File: src/alu_engine_pkg.sv
// Package with constants and carrier types for the arithmetic engine
// Contract
// - 16-bit add, subtract, shift, logic unit
// - Results in two's complement unless stated
// - Update carry, zero, negative, overflow, nibble flags
// - Subtract carry and nibble flags mean borrow
// - Operand width byte or word per instruction
// - Operands and results: registers or memory
// - Multiply reuses 17x17, all sign mixes
// - Six listed multiply modes supported
// - Divide 32/16 and 16/16, signed, unsigned
// - Quotient to register zero, remainder one
// - Divisor any register, dividend aligned pair
// - Divide iterates one cycle per divisor bit
// - MAC: 17x17, shifter, 40-bit adder, two accs
// - MAC never concurrent with independent integer ops
// - Accumulator add, subtract, negate need no data
// - Setup selects fractional, sign, rounding style
// - Separate clamp enables and clamp mode
package alu_engine_pkg;
  localparam int unsigned WORD_W = 16;
  localparam int unsigned ACC_W = 40;
  localparam int unsigned DIV_STEPS = 16;
  localparam logic [3:0] REG_QUOT = 4'h0;
  localparam logic [3:0] REG_REM = 4'h1;
  // Flag positions inside the processor flags register
  localparam int unsigned FLAG_C = 0;
  localparam int unsigned FLAG_Z = 1;
  localparam int unsigned FLAG_N = 2;
  localparam int unsigned FLAG_OV = 3;
  localparam int unsigned FLAG_DC = 4;
  localparam logic [4:0] FLAGS_RESET = 5'h00;
  localparam logic [39:0] ACC_RESET = 40'h0;
  localparam logic [39:0] SAT_POS_31 = 40'h007fffffff;
  localparam logic [39:0] SAT_NEG_31 = 40'hff80000000;
  localparam logic [39:0] SAT_POS_39 = 40'h7fffffffff;
  localparam logic [39:0] SAT_NEG_39 = 40'h8000000000;

  // Operation codes issued by the decoder
  typedef enum logic [4:0] {
    OP_ADD = 5'h00, OP_SUB = 5'h01, OP_AND = 5'h02, OP_IOR = 5'h03,
    OP_XOR = 5'h04, OP_SHL = 5'h05, OP_LSR = 5'h06, OP_ASR = 5'h07,
    OP_MUL_SS = 5'h08, OP_MUL_UU = 5'h09, OP_MUL_US = 5'h0a, OP_MUL_SL = 5'h0b,
    OP_MUL_UL = 5'h0c, OP_MUL_B = 5'h0d,
    OP_DIV_S32 = 5'h10, OP_DIV_U32 = 5'h11, OP_DIV_S16 = 5'h12, OP_DIV_U16 = 5'h13,
    OP_MAC = 5'h18, OP_MPY = 5'h19, OP_MSC = 5'h1a, OP_ED = 5'h1b, OP_SQUARED_DIFFERENCE_ACCUMULATE_OP = 5'h1c,
    OP_AADD = 5'h1d, OP_ASUB = 5'h1e, OP_ANEG = 5'h1f, OP_NOP = 5'h14
  } op_t;

  // Request from decoder: operands already fetched from registers or memory
  typedef struct packed {
    logic valid;
    op_t op;
    logic byte_mode;
    logic [15:0] a;
    logic [15:0] b;
    logic [15:0] a_hi;
    logic acc_sel;
    logic to_memory;
  } req_t;

  // Core setup register bits
  typedef struct packed {
    logic fractional;
    logic multiply_sign_select;
    logic rounding_style_select;
    logic acc_first_clamp_enable;
    logic acc_second_clamp_enable;
    logic memory_write_clamp_enable;
    logic clamp_mode_select;
  } core_setup_register_t;

  // Result toward the register file or memory
  typedef struct packed {
    logic valid;
    logic to_memory;
    logic [3:0] dest;
    logic [15:0] data;
    logic wr2;
    logic [15:0] data2;
  } result_t;
endpackage

File: src/alu_engine.sv
// Integer ALU, multiplier, divider and multiply-accumulate engine
`timescale 1ns/1ps
module alu_engine (
  // Clock, reset, enable
  input wire logic core_clk,
  input wire logic nrst,
  input wire logic clk_en,
  // Decoder request
  input wire alu_engine_pkg::req_t req,
  input wire alu_engine_pkg::core_setup_register_t core_setup_register,
  // Results
  output alu_engine_pkg::result_t result,
  output logic [4:0] processor_flags_register,
  output logic [39:0] acc_a,
  output logic [39:0] acc_b,
  output logic issue_stall
);
  // Whole engine state
  typedef struct packed {
    alu_engine_pkg::result_t res;
    logic [4:0] flags;
    logic [39:0] acc_a;
    logic [39:0] acc_b;
    logic stall;
  } eng_state_t;
  eng_state_t state_reg, state_next;
  logic div_busy;
  logic div_done;
  logic [15:0] div_q;
  logic [15:0] div_r;
  logic div_start;
  logic div_signed;
  logic div_wide;
  logic [16:0] ma;
  logic [16:0] mb;
  logic [33:0] prod;
  logic [39:0] prod_ext;
  logic [39:0] acc_cur;
  logic [39:0] acc_sum;
  logic [16:0] diff;
  logic [16:0] sum17;
  logic [15:0] logic_res;
  logic cout;
  logic dcout;
  logic ovf;
  logic [15:0] res16;
  alu_engine_pkg::op_t op;

  // Clamp a 40-bit value to the selected range
  function automatic logic [39:0] clamp(input logic [39:0] v, input logic wide_mode);
    logic [39:0] r;
    r = v;
    if (!wide_mode) begin
      if (!v[39] && v[39:31] != 9'h000) begin
        r = alu_engine_pkg::SAT_POS_31;
      end else if (v[39] && v[39:31] != 9'h1ff) begin
        r = alu_engine_pkg::SAT_NEG_31;
      end
    end
    return r;
  endfunction

  // Round the accumulator to its upper word
  function automatic logic [15:0] round_acc(input logic [39:0] v, input logic conv);
    logic [39:0] r;
    r = v + 40'h0000008000;
    if (conv && v[15:0] == 16'h8000 && !v[16]) begin
      r = v;
    end
    return r[31:16];
  endfunction

  assign op = req.op;
  assign div_start = req.valid && (op inside {alu_engine_pkg::OP_DIV_S32,
    alu_engine_pkg::OP_DIV_U32, alu_engine_pkg::OP_DIV_S16, alu_engine_pkg::OP_DIV_U16});
  assign div_signed = (op == alu_engine_pkg::OP_DIV_S32) || (op == alu_engine_pkg::OP_DIV_S16);
  assign div_wide = (op == alu_engine_pkg::OP_DIV_S32) || (op == alu_engine_pkg::OP_DIV_U32);

  // Divider; odd register of the aligned pair carries the upper half
  div_iter #(.STEPS(alu_engine_pkg::DIV_STEPS)) u_div (
    .core_clk(core_clk),
    .nrst(nrst),
    .clk_en(clk_en),
    .start(div_start),
    .signed_div(div_signed),
    .wide(div_wide),
    .dividend({req.a_hi, req.a}),
    .divisor(req.b),
    .busy(div_busy),
    .done(div_done),
    .quotient(div_q),
    .remainder(div_r)
  );

  // Shared 17x17 multiplier operand shaping
  always_comb begin
    diff = {req.a[15], req.a} - {req.b[15], req.b};
    ma = {1'b0, req.a};
    mb = {1'b0, req.b};
    unique case (op)
      alu_engine_pkg::OP_MUL_SS: begin
        ma = {req.a[15], req.a};
        mb = {req.b[15], req.b};
      end
      alu_engine_pkg::OP_MUL_US: mb = {req.b[15], req.b};
      alu_engine_pkg::OP_MUL_SL: begin
        ma = {req.a[15], req.a};
        mb = {12'h000, req.b[4:0]};
      end
      alu_engine_pkg::OP_MUL_UL: mb = {12'h000, req.b[4:0]};
      alu_engine_pkg::OP_MUL_B: begin
        ma = {9'h000, req.a[7:0]};
        mb = {9'h000, req.b[7:0]};
      end
      alu_engine_pkg::OP_ED, alu_engine_pkg::OP_SQUARED_DIFFERENCE_ACCUMULATE_OP: begin
        ma = diff;
        mb = diff;
      end
      alu_engine_pkg::OP_MAC, alu_engine_pkg::OP_MPY, alu_engine_pkg::OP_MSC: begin
        ma = {core_setup_register.multiply_sign_select ? 1'b0 : req.a[15], req.a};
        mb = {core_setup_register.multiply_sign_select ? 1'b0 : req.b[15], req.b};
      end
      default: begin
        ma = {1'b0, req.a};
        mb = {1'b0, req.b};
      end
    endcase
  end

  assign prod = 34'($signed(ma) * $signed(mb));
  // Fractional mode shifts the product left by one
  assign prod_ext = core_setup_register.fractional ? {{5{prod[33]}}, prod[33:0], 1'b0}
                                                   : {{6{prod[33]}}, prod};
  assign acc_cur = req.acc_sel ? state_reg.acc_b : state_reg.acc_a;

  // Integer datapath: byte or word, two's complement
  always_comb begin
    logic_res = 16'h0000;
    sum17 = 17'h0;
    cout = 1'b0;
    dcout = 1'b0;
    ovf = 1'b0;
    unique case (op)
      alu_engine_pkg::OP_ADD: begin
        sum17 = {1'b0, req.a} + {1'b0, req.b};
        dcout = (req.a[3:0] + req.b[3:0]) > 5'h0f ? 1'b1 : 1'b0;
      end
      alu_engine_pkg::OP_SUB: begin
        sum17 = {1'b0, req.a} - {1'b0, req.b};
        dcout = req.a[3:0] >= req.b[3:0];
      end
      alu_engine_pkg::OP_AND: logic_res = req.a & req.b;
      alu_engine_pkg::OP_IOR: logic_res = req.a | req.b;
      alu_engine_pkg::OP_XOR: logic_res = req.a ^ req.b;
      alu_engine_pkg::OP_SHL: logic_res = req.a << req.b[3:0];
      alu_engine_pkg::OP_LSR: logic_res = req.byte_mode ? {8'h00, req.a[7:0] >> req.b[3:0]}
                                                        : req.a >> req.b[3:0];
      alu_engine_pkg::OP_ASR: logic_res = req.byte_mode
        ? {8'h00, 8'($signed(req.a[7:0]) >>> req.b[3:0])}
        : 16'($signed(req.a) >>> req.b[3:0]);
      default: logic_res = 16'h0000;
    endcase
    res16 = (op == alu_engine_pkg::OP_ADD || op == alu_engine_pkg::OP_SUB) ? sum17[15:0]
                                                                             : logic_res;
    if (req.byte_mode) begin
      // Carry and overflow taken at bit 7 in byte mode
      res16 = {8'h00, res16[7:0]};
      cout = (op == alu_engine_pkg::OP_SUB) ? (req.a[7:0] >= req.b[7:0])
                                            : (9'(req.a[7:0]) + 9'(req.b[7:0])) > 9'h0ff;
      ovf = (op == alu_engine_pkg::OP_SUB) ? (req.a[7] != req.b[7]) && (res16[7] != req.a[7])
                                           : (req.a[7] == req.b[7]) && (res16[7] != req.a[7]);
    end else begin
      cout = (op == alu_engine_pkg::OP_SUB) ? ~sum17[16] : sum17[16];
      ovf = (op == alu_engine_pkg::OP_SUB) ? (req.a[15] != req.b[15]) && (res16[15] != req.a[15])
                                           : (req.a[15] == req.b[15]) && (res16[15] != req.a[15]);
    end
  end

  // Sequencing of all instructions
  always_comb begin
    state_next = state_reg;
    state_next.res.valid = 1'b0;
    state_next.res.wr2 = 1'b0;
    state_next.res.to_memory = req.to_memory;
    state_next.res.dest = 4'h0;
    state_next.stall = div_busy || div_start;
    acc_sum = acc_cur;
    if (div_done) begin
      state_next.res.valid = 1'b1;
      state_next.res.to_memory = 1'b0;
      state_next.res.dest = alu_engine_pkg::REG_QUOT;
      state_next.res.data = div_q;
      state_next.res.wr2 = 1'b1;
      state_next.res.data2 = div_r;
      state_next.stall = 1'b0;
    end else if (req.valid && !div_busy) begin
      // One instruction at a time; MAC ops never overlap integer ops
      unique case (op)
        alu_engine_pkg::OP_ADD, alu_engine_pkg::OP_SUB, alu_engine_pkg::OP_AND,
        alu_engine_pkg::OP_IOR, alu_engine_pkg::OP_XOR, alu_engine_pkg::OP_SHL,
        alu_engine_pkg::OP_LSR, alu_engine_pkg::OP_ASR: begin
          state_next.res.valid = 1'b1;
          state_next.res.data = res16;
          state_next.flags[alu_engine_pkg::FLAG_Z] = req.byte_mode ? (res16[7:0] == 8'h00)
                                                                  : (res16 == 16'h0000);
          state_next.flags[alu_engine_pkg::FLAG_N] = req.byte_mode ? res16[7] : res16[15];
          if (op == alu_engine_pkg::OP_ADD || op == alu_engine_pkg::OP_SUB) begin
            state_next.flags[alu_engine_pkg::FLAG_C] = cout;
            state_next.flags[alu_engine_pkg::FLAG_OV] = ovf;
            state_next.flags[alu_engine_pkg::FLAG_DC] = dcout;
          end
        end
        alu_engine_pkg::OP_MUL_SS, alu_engine_pkg::OP_MUL_UU, alu_engine_pkg::OP_MUL_US,
        alu_engine_pkg::OP_MUL_SL, alu_engine_pkg::OP_MUL_UL, alu_engine_pkg::OP_MUL_B: begin
          state_next.res.valid = 1'b1;
          state_next.res.dest = 4'h0;
          state_next.res.data = prod[15:0];
          state_next.res.wr2 = 1'b1;
          state_next.res.data2 = prod[31:16];
        end
        alu_engine_pkg::OP_MAC, alu_engine_pkg::OP_SQUARED_DIFFERENCE_ACCUMULATE_OP: acc_sum = acc_cur + prod_ext;
        alu_engine_pkg::OP_MPY, alu_engine_pkg::OP_ED: acc_sum = prod_ext;
        alu_engine_pkg::OP_MSC: acc_sum = acc_cur - prod_ext;
        alu_engine_pkg::OP_AADD: acc_sum = state_reg.acc_a + state_reg.acc_b;
        alu_engine_pkg::OP_ASUB: acc_sum = req.acc_sel ? state_reg.acc_b - state_reg.acc_a
                                                       : state_reg.acc_a - state_reg.acc_b;
        alu_engine_pkg::OP_ANEG: acc_sum = -acc_cur;
        default: acc_sum = acc_cur;
      endcase
      if (op inside {alu_engine_pkg::OP_MAC, alu_engine_pkg::OP_SQUARED_DIFFERENCE_ACCUMULATE_OP, alu_engine_pkg::OP_MPY,
          alu_engine_pkg::OP_ED, alu_engine_pkg::OP_MSC, alu_engine_pkg::OP_AADD,
          alu_engine_pkg::OP_ASUB, alu_engine_pkg::OP_ANEG}) begin
        if (req.acc_sel) begin
          state_next.acc_b = core_setup_register.acc_second_clamp_enable
            ? clamp(acc_sum, core_setup_register.clamp_mode_select) : acc_sum;
        end else begin
          state_next.acc_a = core_setup_register.acc_first_clamp_enable
            ? clamp(acc_sum, core_setup_register.clamp_mode_select) : acc_sum;
        end
        // Rounded write-back of the selected accumulator, as it was before this update, to memory
        if (req.to_memory) begin
          state_next.res.valid = 1'b1;
          state_next.res.data = round_acc(core_setup_register.memory_write_clamp_enable
            ? clamp(acc_cur, 1'b0) : acc_cur,
            core_setup_register.rounding_style_select);
        end
      end
    end
  end

  // State register
  always_ff @(posedge core_clk or negedge nrst) begin
    if (!nrst) begin
      state_reg <= '0;
    end else if (clk_en) begin
      state_reg <= state_next;
    end
  end

  assign result = state_reg.res;
  assign processor_flags_register = state_reg.flags;
  assign acc_a = state_reg.acc_a;
  assign acc_b = state_reg.acc_b;
  assign issue_stall = state_reg.stall;

  a_div_writeback: assert property (@(posedge core_clk) disable iff (!nrst)
    (clk_en && div_done) |=> (result.valid && result.dest == alu_engine_pkg::REG_QUOT
    && result.wr2)) else $error("divide result not to quotient register");
  a_stall_held: assert property (@(posedge core_clk) disable iff (!nrst)
    (clk_en && div_busy && !div_done) |=> issue_stall) else $error("stall dropped");
  a_sub_borrow: assert property (@(posedge core_clk) disable iff (!nrst)
    (clk_en && req.valid && !div_busy && !div_done && op == alu_engine_pkg::OP_SUB
    && !req.byte_mode) |=> processor_flags_register[alu_engine_pkg::FLAG_C]
    == ($past(req.a) >= $past(req.b))) else $error("borrow flag wrong");
  a_zero_flag: assert property (@(posedge core_clk) disable iff (!nrst)
    (clk_en && req.valid && !div_busy && !div_done && op == alu_engine_pkg::OP_XOR
    && !req.byte_mode) |=> processor_flags_register[alu_engine_pkg::FLAG_Z]
    == ($past(req.a) == $past(req.b))) else $error("zero flag wrong");
  a_mul_unsigned: assert property (@(posedge core_clk) disable iff (!nrst)
    (clk_en && req.valid && !div_busy && !div_done && op == alu_engine_pkg::OP_MUL_UU)
    |=> {result.data2, result.data} == 32'($past(req.a)) * 32'($past(req.b)))
    else $error("unsigned product wrong");
  a_acc_neg: assert property (@(posedge core_clk) disable iff (!nrst)
    (clk_en && req.valid && !div_busy && !div_done && op == alu_engine_pkg::OP_ANEG
    && !req.acc_sel && !core_setup_register.acc_first_clamp_enable)
    |=> acc_a == 40'(-$past(acc_a))) else $error("negate wrong");
  a_clamp_range: assert property (@(posedge core_clk) disable iff (!nrst)
    (core_setup_register.acc_first_clamp_enable && !core_setup_register.clamp_mode_select
    && $changed(acc_a)) |-> (acc_a[39:31] == 9'h000 || acc_a[39:31] == 9'h1ff))
    else $error("clamp exceeded");
  a_add_width: assert property (@(posedge core_clk) disable iff (!nrst)
    (clk_en && req.valid && !div_busy && !div_done && op == alu_engine_pkg::OP_ADD
    && req.byte_mode) |=> result.data[15:8] == 8'h00) else $error("byte add wide");
endmodule

File: src/div_iter.sv
// Iterative restoring divider, one divisor bit per cycle
`timescale 1ns/1ps
module div_iter #(
  parameter int unsigned STEPS = alu_engine_pkg::DIV_STEPS
) (
  // Clock and reset
  input wire logic core_clk,
  input wire logic nrst,
  input wire logic clk_en,
  // Request
  input wire logic start,
  input wire logic signed_div,
  input wire logic wide,
  input wire logic [31:0] dividend,
  input wire logic [15:0] divisor,
  // Answer
  output logic busy,
  output logic done,
  output logic [15:0] quotient,
  output logic [15:0] remainder
);
  // All divider state
  typedef struct packed {
    logic busy;
    logic done;
    logic [4:0] cnt;
    logic [31:0] num;
    logic [16:0] rem;
    logic [15:0] dvs;
    logic neg_q;
    logic neg_r;
    logic [15:0] q;
    logic [15:0] r;
  } div_state_t;
  div_state_t state_reg, state_next;
  logic [31:0] abs_n;
  logic [15:0] abs_d;
  logic [16:0] trial;
  logic [16:0] shifted;

  // One shift-subtract step per cycle; 32-bit dividend fits since quotient is 16 bits
  always_comb begin
    state_next = state_reg;
    state_next.done = 1'b0;
    abs_n = wide ? dividend : {{16{signed_div & dividend[15]}}, dividend[15:0]};
    if (signed_div && abs_n[31]) begin
      abs_n = -abs_n;
    end
    abs_d = (signed_div && divisor[15]) ? -divisor : divisor;
    shifted = {state_reg.rem[15:0], state_reg.num[31]};
    trial = shifted - {1'b0, state_reg.dvs};
    if (start && !state_reg.busy) begin
      state_next.busy = 1'b1;
      state_next.cnt = 5'(STEPS);
      state_next.num = {abs_n[15:0], 16'h0000};
      state_next.rem = {1'b0, abs_n[31:16]};
      state_next.dvs = abs_d;
      state_next.neg_r = signed_div & (wide ? dividend[31] : dividend[15]);
      state_next.neg_q = state_next.neg_r ^ (signed_div & divisor[15]);
    end else if (state_reg.busy) begin
      // Overflowing quotients are not detected, as is usual for this divide
      state_next.num = {state_reg.num[30:0], ~trial[16]};
      state_next.rem = trial[16] ? shifted : trial;
      state_next.cnt = state_reg.cnt - 5'h01;
      if (state_reg.cnt == 5'h01) begin
        state_next.busy = 1'b0;
        state_next.done = 1'b1;
        state_next.q = state_reg.neg_q ? -{state_reg.num[14:0], ~trial[16]}
                                       : {state_reg.num[14:0], ~trial[16]};
        state_next.r = state_reg.neg_r ? -state_next.rem[15:0] : state_next.rem[15:0];
      end
    end
  end

  // State register
  always_ff @(posedge core_clk or negedge nrst) begin
    if (!nrst) begin
      state_reg <= '0;
    end else if (clk_en) begin
      state_reg <= state_next;
    end
  end

  assign busy = state_reg.busy;
  assign done = state_reg.done;
  assign quotient = state_reg.q;
  assign remainder = state_reg.r;

  a_div_length: assert property (@(posedge core_clk) disable iff (!nrst)
    (clk_en && start && !busy) ##1 clk_en [*8] |-> busy) else $error("divide ended early");
endmodule

File: config.mk
export PLATFORM = sky130hd
export DESIGN_NAME = alu_engine
export DESIGN_NICKNAME = d
export VERILOG_FILES = /design/src/alu_engine_pkg.sv /design/src/alu_engine.sv /design/src/div_iter.sv
export SDC_FILE = /design/constraint.sdc
export NUM_CORES = 2
export LEC_CHECK = 0
export BUFFER_PORTS_ARGS = -buffer_cell sky130_fd_sc_hd__buf_4
export CAP_MARGIN = 20
export CORE_MARGIN = 2
export CORE_UTILIZATION = 40
export CTS_BUF_LIST = sky130_fd_sc_hd__clkbuf_8
export DETAILED_ROUTE_END_ITERATION = 10
export PLACE_DENSITY = 0.65
export SLEW_MARGIN = 40
export SYNTH_ARGS = -nofsm -noshare
export SYNTH_HDL_FRONTEND = slang
export SYNTH_SLANG_ARGS = --single-unit
File: constraint.sdc
create_clock -name core_clk -period 5.8 [get_ports core_clk]
set_input_delay 0.87 -clock core_clk [delete_from_list [all_inputs] [get_ports core_clk]]
set_output_delay 0.87 -clock core_clk [all_outputs]
set_load 0.05 [all_outputs]
== After elaboration in Yosys (flattened, before gate mapping) ==
Cells that the tools add are included.
Operators by class
  $add $sub $neg: 18
  multipliers: 1
  order comparisons: 4
  equal/unequal tests: 35
  shift-type cells: 5
  mux-type cells: 70
  bitwise logic cells: 12
  reduce and logical (&&, ||, !) cells: 52
Operators by type and width (count)
  $mux W40: 11
  $mux W32: 10
  $pmux W40 S6: 1
  $mux W16: 9
  $sub A40 B40 Y40: 3
  $mux W118: 1
  $pmux W16 S6: 1
  $pmux W17 S5: 1
  $add A40 B40 Y40: 2
  $mux W80: 1
  $pmux W17 S4: 1
  $eq A5 B5 Y1 const B: 12
  $mux W56: 1
  $mux W54: 1
  $neg A16 Y16: 3
  $neg A40 Y40: 1
  $mux W37: 1
  $mul A17 B17 Y34: 1
  $mux W17: 2
  $mux W34: 1
  $pmux W17 S2: 1
  $sub A16 B16 Y17: 2
  $add A32 B16 Y32 const B: 1
  $neg A32 Y32: 1
  52 further kinds: 128
Storage, ports and cells
  flip-flop bits (word level): 230
  output and inout port bits: 125
  logic and storage cells: 218

== Logic depth before layout (Yosys ltp) ==
  depth after elaboration: 19
  mapped depth: 63
  mapped depth without buffers: 58

== Cells and area by module ==
A second synthesis with hierarchy kept.
Unflattened totals
  cells, all modules: 5599
  area total of the unflattened synthesis: 42469.5 um^2
Modules (own cells, without submodules)
  alu_engine: instances 1, cells each 4706, area an instance 34968.5 um^2, sequential area each 3027.9 um^2
  div_iter: instances 1, cells each 893, area an instance 7500.9 um^2, sequential area each 2627.5 um^2

== Least setup slack after synthesis ==
OpenSTA, ideal clock, no wires.
  path kind: in2reg
  from: input req[20] in the netlist's numbering
  to: register state_reg, in the netlist acc_a[16]
  arrival: 13.668 ns
  data required time: 5.661 ns
  slack: -8.007 ns
  stages: 54
  buffers on the path: 4
  path through: clkinv_1 buf_1 ha_1 inv_1 a21oi_1 o21bai_1 a21oi_1 o21bai_1 a21o_1 a21oi_1 o21ai_0 nand3_1 a31oi_1 or3_1 a21oi_1 a21oi_1 nand2b_1 fa_1 [18 not listed] mux2i_1 a221o_1 ha_1 nand4_1 nor3_1 nand2b_1 a2111oi_0 nor4_1 o31ai_1 a31oi_1 xnor2_1 a22o_1 or4_1 o41ai_4 o21a_1 buf_4 buf_6 a22oi_1
Between the ends
  longest elaborated chain between the ends: 14
  elaborated cells on any way between the ends: 19
  classes of those cells: add/sub (3); mul (1); eq/ne (1); mux (10); reduce/logical (4)
RTL lines
  from (decl): line alu_engine.sv:9  | input wire alu_engine_pkg::req_t req,
  $sub A16 B16 Y17: line alu_engine.sv:97  | diff = {req.a[15], req.a} - {req.b[15], req.b};
  $pmux W17 S5 or $pmux W17 S4 (tied branches): line alu_engine.sv:100  | unique case (op)
  $mul A17 B17 Y34 (*): line alu_engine.sv:130  | assign prod = 34'($signed(ma) * $signed(mb));
  $mux W34: line alu_engine.sv:132  | assign prod_ext = core_setup_register.fractional ? {{5{prod[33]}}, prod[33:0], 1'b0}
  $sub A40 B40 Y40 or $add A40 B40 Y40 (tied branches): line alu_engine.sv:223, alu_engine.sv:221
  $pmux W40 S6 (*): line alu_engine.sv:198  | unique case (op)
  $mux W40 (*): line alu_engine.sv:196  | end else if (req.valid && !div_busy) begin
  $mux W40 (*): line alu_engine.sv:188  | if (div_done) begin
  $ne A9 B9 Y1: line alu_engine.sv:56  | end else if (v[39] && v[39:31] != 9'h1ff) begin
  $logic_and A1 B1 Y1: line alu_engine.sv:56
  $mux W40: line alu_engine.sv:56
  $mux W40: line alu_engine.sv:54  | if (!v[39] && v[39:31] != 9'h000) begin
  $mux W40: line alu_engine.sv:53  | if (!wide_mode) begin
  $mux W40 (*): line alu_engine.sv:238  | ? clamp(acc_sum, core_setup_register.clamp_mode_select) : acc_sum;
  to (signal assigned): line alu_engine.sv:256  | state_reg <= state_next;
  to (decl): line alu_engine.sv:26  | eng_state_t state_reg, state_next;
Every way passes the cells marked *; elsewhere a longest branch is shown, timed or not. The select of a mux whose other input is x is not followed.
A chain may end at the register's enable or synchronous reset.

== Worst setup path after layout ==
  from: input req[34] in the netlist's numbering
  to: register state_reg, in the netlist acc_a[11]
The elaborated chain is that of the path after synthesis.

==> results by stage <==
Min path:
- The tightest min-delay check is of the input pin to asynchronous set/reset pin type.

Run status:
- The run finished, with violations left.
- The checks that failed: setup timing.

Global route:
- The remaining global-route overflow is 0.
- The number of global-route vias before repair is roughly 46000.
- The global-route met1 utilization is 45.91%.
- The met2 usage is approximately 57%.
- The largest net degree at the start of global routing is 115.
- The initial antenna violation count came to 6.
- The routing layer with the top usage in global route is met2.
- The total routing usage reported by global routing is 35.02%.
- The global-route track usage on met3 is slightly below 5%.
- The first global-routing pass estimated 288.3 mm of wire.

Worst setup path:
- For the worst setup path, the data required time is 6.27 ns.
- The worst setup path is captured at a register.
- For this run, the slowest stage of the critical path takes ~0.61 ns.
- STA puts the critical path data arrival time at 13.22 ns.
- The critical path class is input pin to register.
- STA classifies the critical path startpoint as an input pin.
- The cell repeated most along the worst path is sky130_fd_sc_hd__fa_1.
- The slowest stage of the critical path belongs to the cell sky130_fd_sc_hd__fa_1.
- The peak fanout along the critical path is 8.

Synthesis:
- The post-synthesis compound-gate area fraction is 26.73%.
- The synthesized netlist devotes 24.27% of its cell area to adder and majority cells.
- The number of enable-type register cells in the synthesized netlist is 0.
- The most used flip-flop cell after synthesis is sky130_fd_sc_hd__dfrtp_1.
- After Yosys synthesis, and, or, nand and nor cells account for 18.90% of the synthesized area.
- The dominant combinational cell family by area after synthesis is compound AO/OA/AOI/OAI gates.
- Summing the sequential cell areas from Yosys gives 13.44% of the chip area.
- The library cell occupying the most area in the post-synthesis netlist is sky130_fd_sc_hd__fa_1.
- After synthesis, the share of cell area in mux cells is 2.910%.
- The synthesized netlist devotes 5.711% of its cell area to XOR and XNOR gates.
- The number of library cell types mapped by synthesis is 106.
- The most frequently used cell type in the post-synthesis netlist is sky130_fd_sc_hd__nand2_1.
- After synthesis, the most frequently instantiated cells are sky130_fd_sc_hd__nand2_1, sky130_fd_sc_hd__nor2_1, sky130_fd_sc_hd__inv_1.
- The per-instance average area after synthesis is 7.506 µm².
- The register bit total from synthesis is 226.
- The synthesized design devotes to its leading area cell type approximately 14% of total area.
- The area of the mapped netlist is 42090 µm².
- In the synthesized netlist the async set-or-reset flop fraction comes to 100.0%.
- By area the synthesized netlist is led by sky130_fd_sc_hd__fa_1, sky130_fd_sc_hd__dfrtp_1, sky130_fd_sc_hd__ha_1.
- The number of warnings reported in the yosys synthesis log is 0.
- The cell count after synthesis is 5607.

Route:
- Once detail routing completed, the nets flagged for antenna violations numbered 0.
- The sum of routed wire length over all layers is 194.7 mm.
- The iteration-0 DRC count of the detailed router is 5388.
- Summing over every cut layer, the via total after detailed routing is 47400.
- For this run, design rule violations remaining after detail routing come to 0.
- The pre-antenna-repair detailed-routing pass consisted of 7 iterations.
- Dividing the detail-routed wire length by the instance count gives 24.49 µm.
- Using the TritonRoute via totals, the vias-per-cell ratio works out to 5.963.

Die:
- Measured along the y axis, the die boundary spans ~330 µm.
- 192 I/O pins were placed.
- The die boundary width is around 330 µm.
- The total number of placement rows is about 120.
- The starting density of the core is 40.49%.
- The die covers 107800 µm².
- The placeable core region is 103900 µm².

Clocking:
- The total CTS buffers is 43.
- The clock latency on the worst-skew pair is 0.67 ns.
- TritonCTS built the clock tree.
- Clock-pin slew was measured on the worst setup and hold paths at 0.06 ns.
- The tree built by TritonCTS fans out to ~230 sinks.
- The number of H-tree levels is 2.
- The clock passes through at most 3 buffers.
- CTS placed an instance of sky130_fd_sc_hd__clkbuf_8 at the clock tree root.
- The total of hold buffers inserted after clock tree synthesis is 0.

Layout:
- The number of flip-flops under the largest register name is 54.
- In the final layout, the share of cells above drive strength 1 is 24.67%.
- The final layout contains 7236 nets.
- Excluding fillers, the count of instances in the completed layout stands at 7949.
- The post-synthesis to final-layout area growth is 30.78%.

STA:
- In the finished design, the share of the clock period the worst path needs comes to 219.9%.
- Once routing completed, OpenROAD measured the worst setup slack at -6.957 ns.
- On the final layout, the worst clock skew is 0.07410 ns.
- Setup violations remaining at the end of the flow were counted as 107.
- Setup repair after global routing could not meet its margin everywhere.
- The number of hold violations in the final report is 0.
- The worst max-slew margin expressed relative to the limit is 41.53%.
- At the pin with the least slew margin, the transition time is roughly 0.87 ns.
- The worst hold slack after final layout is about 0.090 ns.
- The final count of pins violating max slew is 0.
- For this run, the top clock speed supported by timing is 78.39 MHz.
- After layout, the minimum clock period comes to 12.76 ns.

Place:
- Detailed placement finished with a half-perimeter wire length of 159.8 mm.
- The congestion estimate from routability-driven global placement came to 1.051.
- The number of buffers added on ports is ~190.
- The number of placed instances, taps included, is 7825.

Flow run:
- The reported max-cap violation count is 0.
## cell families after synthesis
logic type,Yosys count
simple gates,1756
compound gates,1732
buf+inv,873
fa+ha+maj,634
xor+xnor,272
flops,226
mux,113
other cells,1
## layout by cell type (no fill, tap or decap), types with 42 or more instances in the layout
| cell type | netlist | final |
|---|---|---|
| sky130_fd_sc_hd__a211oi_1 | 54 | 48 |
| sky130_fd_sc_hd__a21o_1 | 60 | 60 |
| sky130_fd_sc_hd__a21oi_1 | 439 | 399 |
| sky130_fd_sc_hd__a221oi_1 | 53 | 47 |
| sky130_fd_sc_hd__a22oi_1 | 119 | 104 |
| sky130_fd_sc_hd__a31oi_1 | 50 | 48 |
| sky130_fd_sc_hd__buf_4 | 12 | 1101 |
| sky130_fd_sc_hd__clkbuf_8 | 0 | 57 |
| sky130_fd_sc_hd__dfrtp_1 | 226 | 225 |
| sky130_fd_sc_hd__fa_1 | 304 | 289 |
| sky130_fd_sc_hd__ha_1 | 330 | 300 |
| sky130_fd_sc_hd__inv_1 | 565 | 562 |
| sky130_fd_sc_hd__mux2i_1 | 85 | 84 |
| sky130_fd_sc_hd__nand2_1 | 592 | 582 |
| sky130_fd_sc_hd__nand2b_1 | 68 | 65 |
| sky130_fd_sc_hd__nand3_1 | 76 | 71 |
| sky130_fd_sc_hd__nand4_1 | 56 | 56 |
| sky130_fd_sc_hd__nor2_1 | 577 | 550 |
| sky130_fd_sc_hd__nor2b_1 | 42 | 42 |
| sky130_fd_sc_hd__nor3_1 | 128 | 116 |
| sky130_fd_sc_hd__o211ai_1 | 44 | 44 |
| sky130_fd_sc_hd__o21a_1 | 55 | 50 |
| sky130_fd_sc_hd__o21ai_0 | 412 | 364 |
| sky130_fd_sc_hd__o21ai_1 | 28 | 61 |
| sky130_fd_sc_hd__o22ai_1 | 56 | 53 |
| sky130_fd_sc_hd__xnor2_1 | 204 | 193 |
| sky130_fd_sc_hd__xor2_1 | 66 | 58 |
## worst max-delay path: cells and delay by family
kind,cells,cell delay (ns)
buffers and inverters,12,1.60
xor gates and xnor gates,2,0.26
adders and majority gates,10,4.36
muxes,1,0.28
AOI/OAI and AO/OA,19,3.15
and+or+nand+nor,13,2.67
## final timing paths
path	slack, ns	start	endpoint	depth (start not counted)
setup / recovery	-6.96	req[34]	acc_a[11]$_DFFE_PN0P_	57
hold / removal	0.09	nrst	acc_b[33]$_DFFE_PN0P_	1
setup reg to reg	0.09	acc_a[2]$_DFFE_PN0P_	acc_a[11]$_DFFE_PN0P_	19
hold reg to reg	0.48	u_div.remainder[1]$_DFFE_PN0P_	u_div.remainder[1]$_DFFE_PN0P_	2
max in group asynchronous	4.66	nrst	u_div.quotient[10]$_DFFE_PN0P_	2
min in group core_clk	0.48	u_div.remainder[1]$_DFFE_PN0P_	u_div.remainder[1]$_DFFE_PN0P_	2
## layout make-up
cell class | instances | area (µm²)
multi-input combinational | 4511 | 34930
sequential | 226 | 5657
clock buffer | 57 | 784.5
tap | 1380 | 1727
antenna | 2 | 5.005
fill | 10140 | 48900
clock inverter | 20 | 180.2
inverter | 572 | 2192
timing repair buffer | 1181 | 9563
## through the flow
step / setup TNS [ns] / utilization [%] / worst slack (ns) / instance area (µm²)
after CTS: -576.41 / 52.67 / -6.711 / 54740
after global placement: -690.21 / 50.47 / -7.794 / 52460
final: -593.98 / 52.95 / -6.957 / 55040
after detailed placement: -699.40 / 50.54 / -7.905 / 52540
after global routing: -631.39 / 52.95 / -7.319 / 55040
after floorplan: -604.44 / - / -7.019 / 43260
## per-layer routing
layer  vias up  wire length, µm
met4         8            11090
met2      2375            88210
met1     22950            79930
met3       512            15430
li1      21560                -
met5         -               48
## repair_timing
item | 4_1_cts | 5_1_grt
cloned | 3 | 4
pin swaps | 73 | 26
setup buffers | 37 | 4
setup endpoints to repair | 107 | 107
resized for setup | 178 | 38
Power is left out: the tool's default activity adds up to more than one toggle a clock period on the data nets, which glitch-free logic cannot reach.
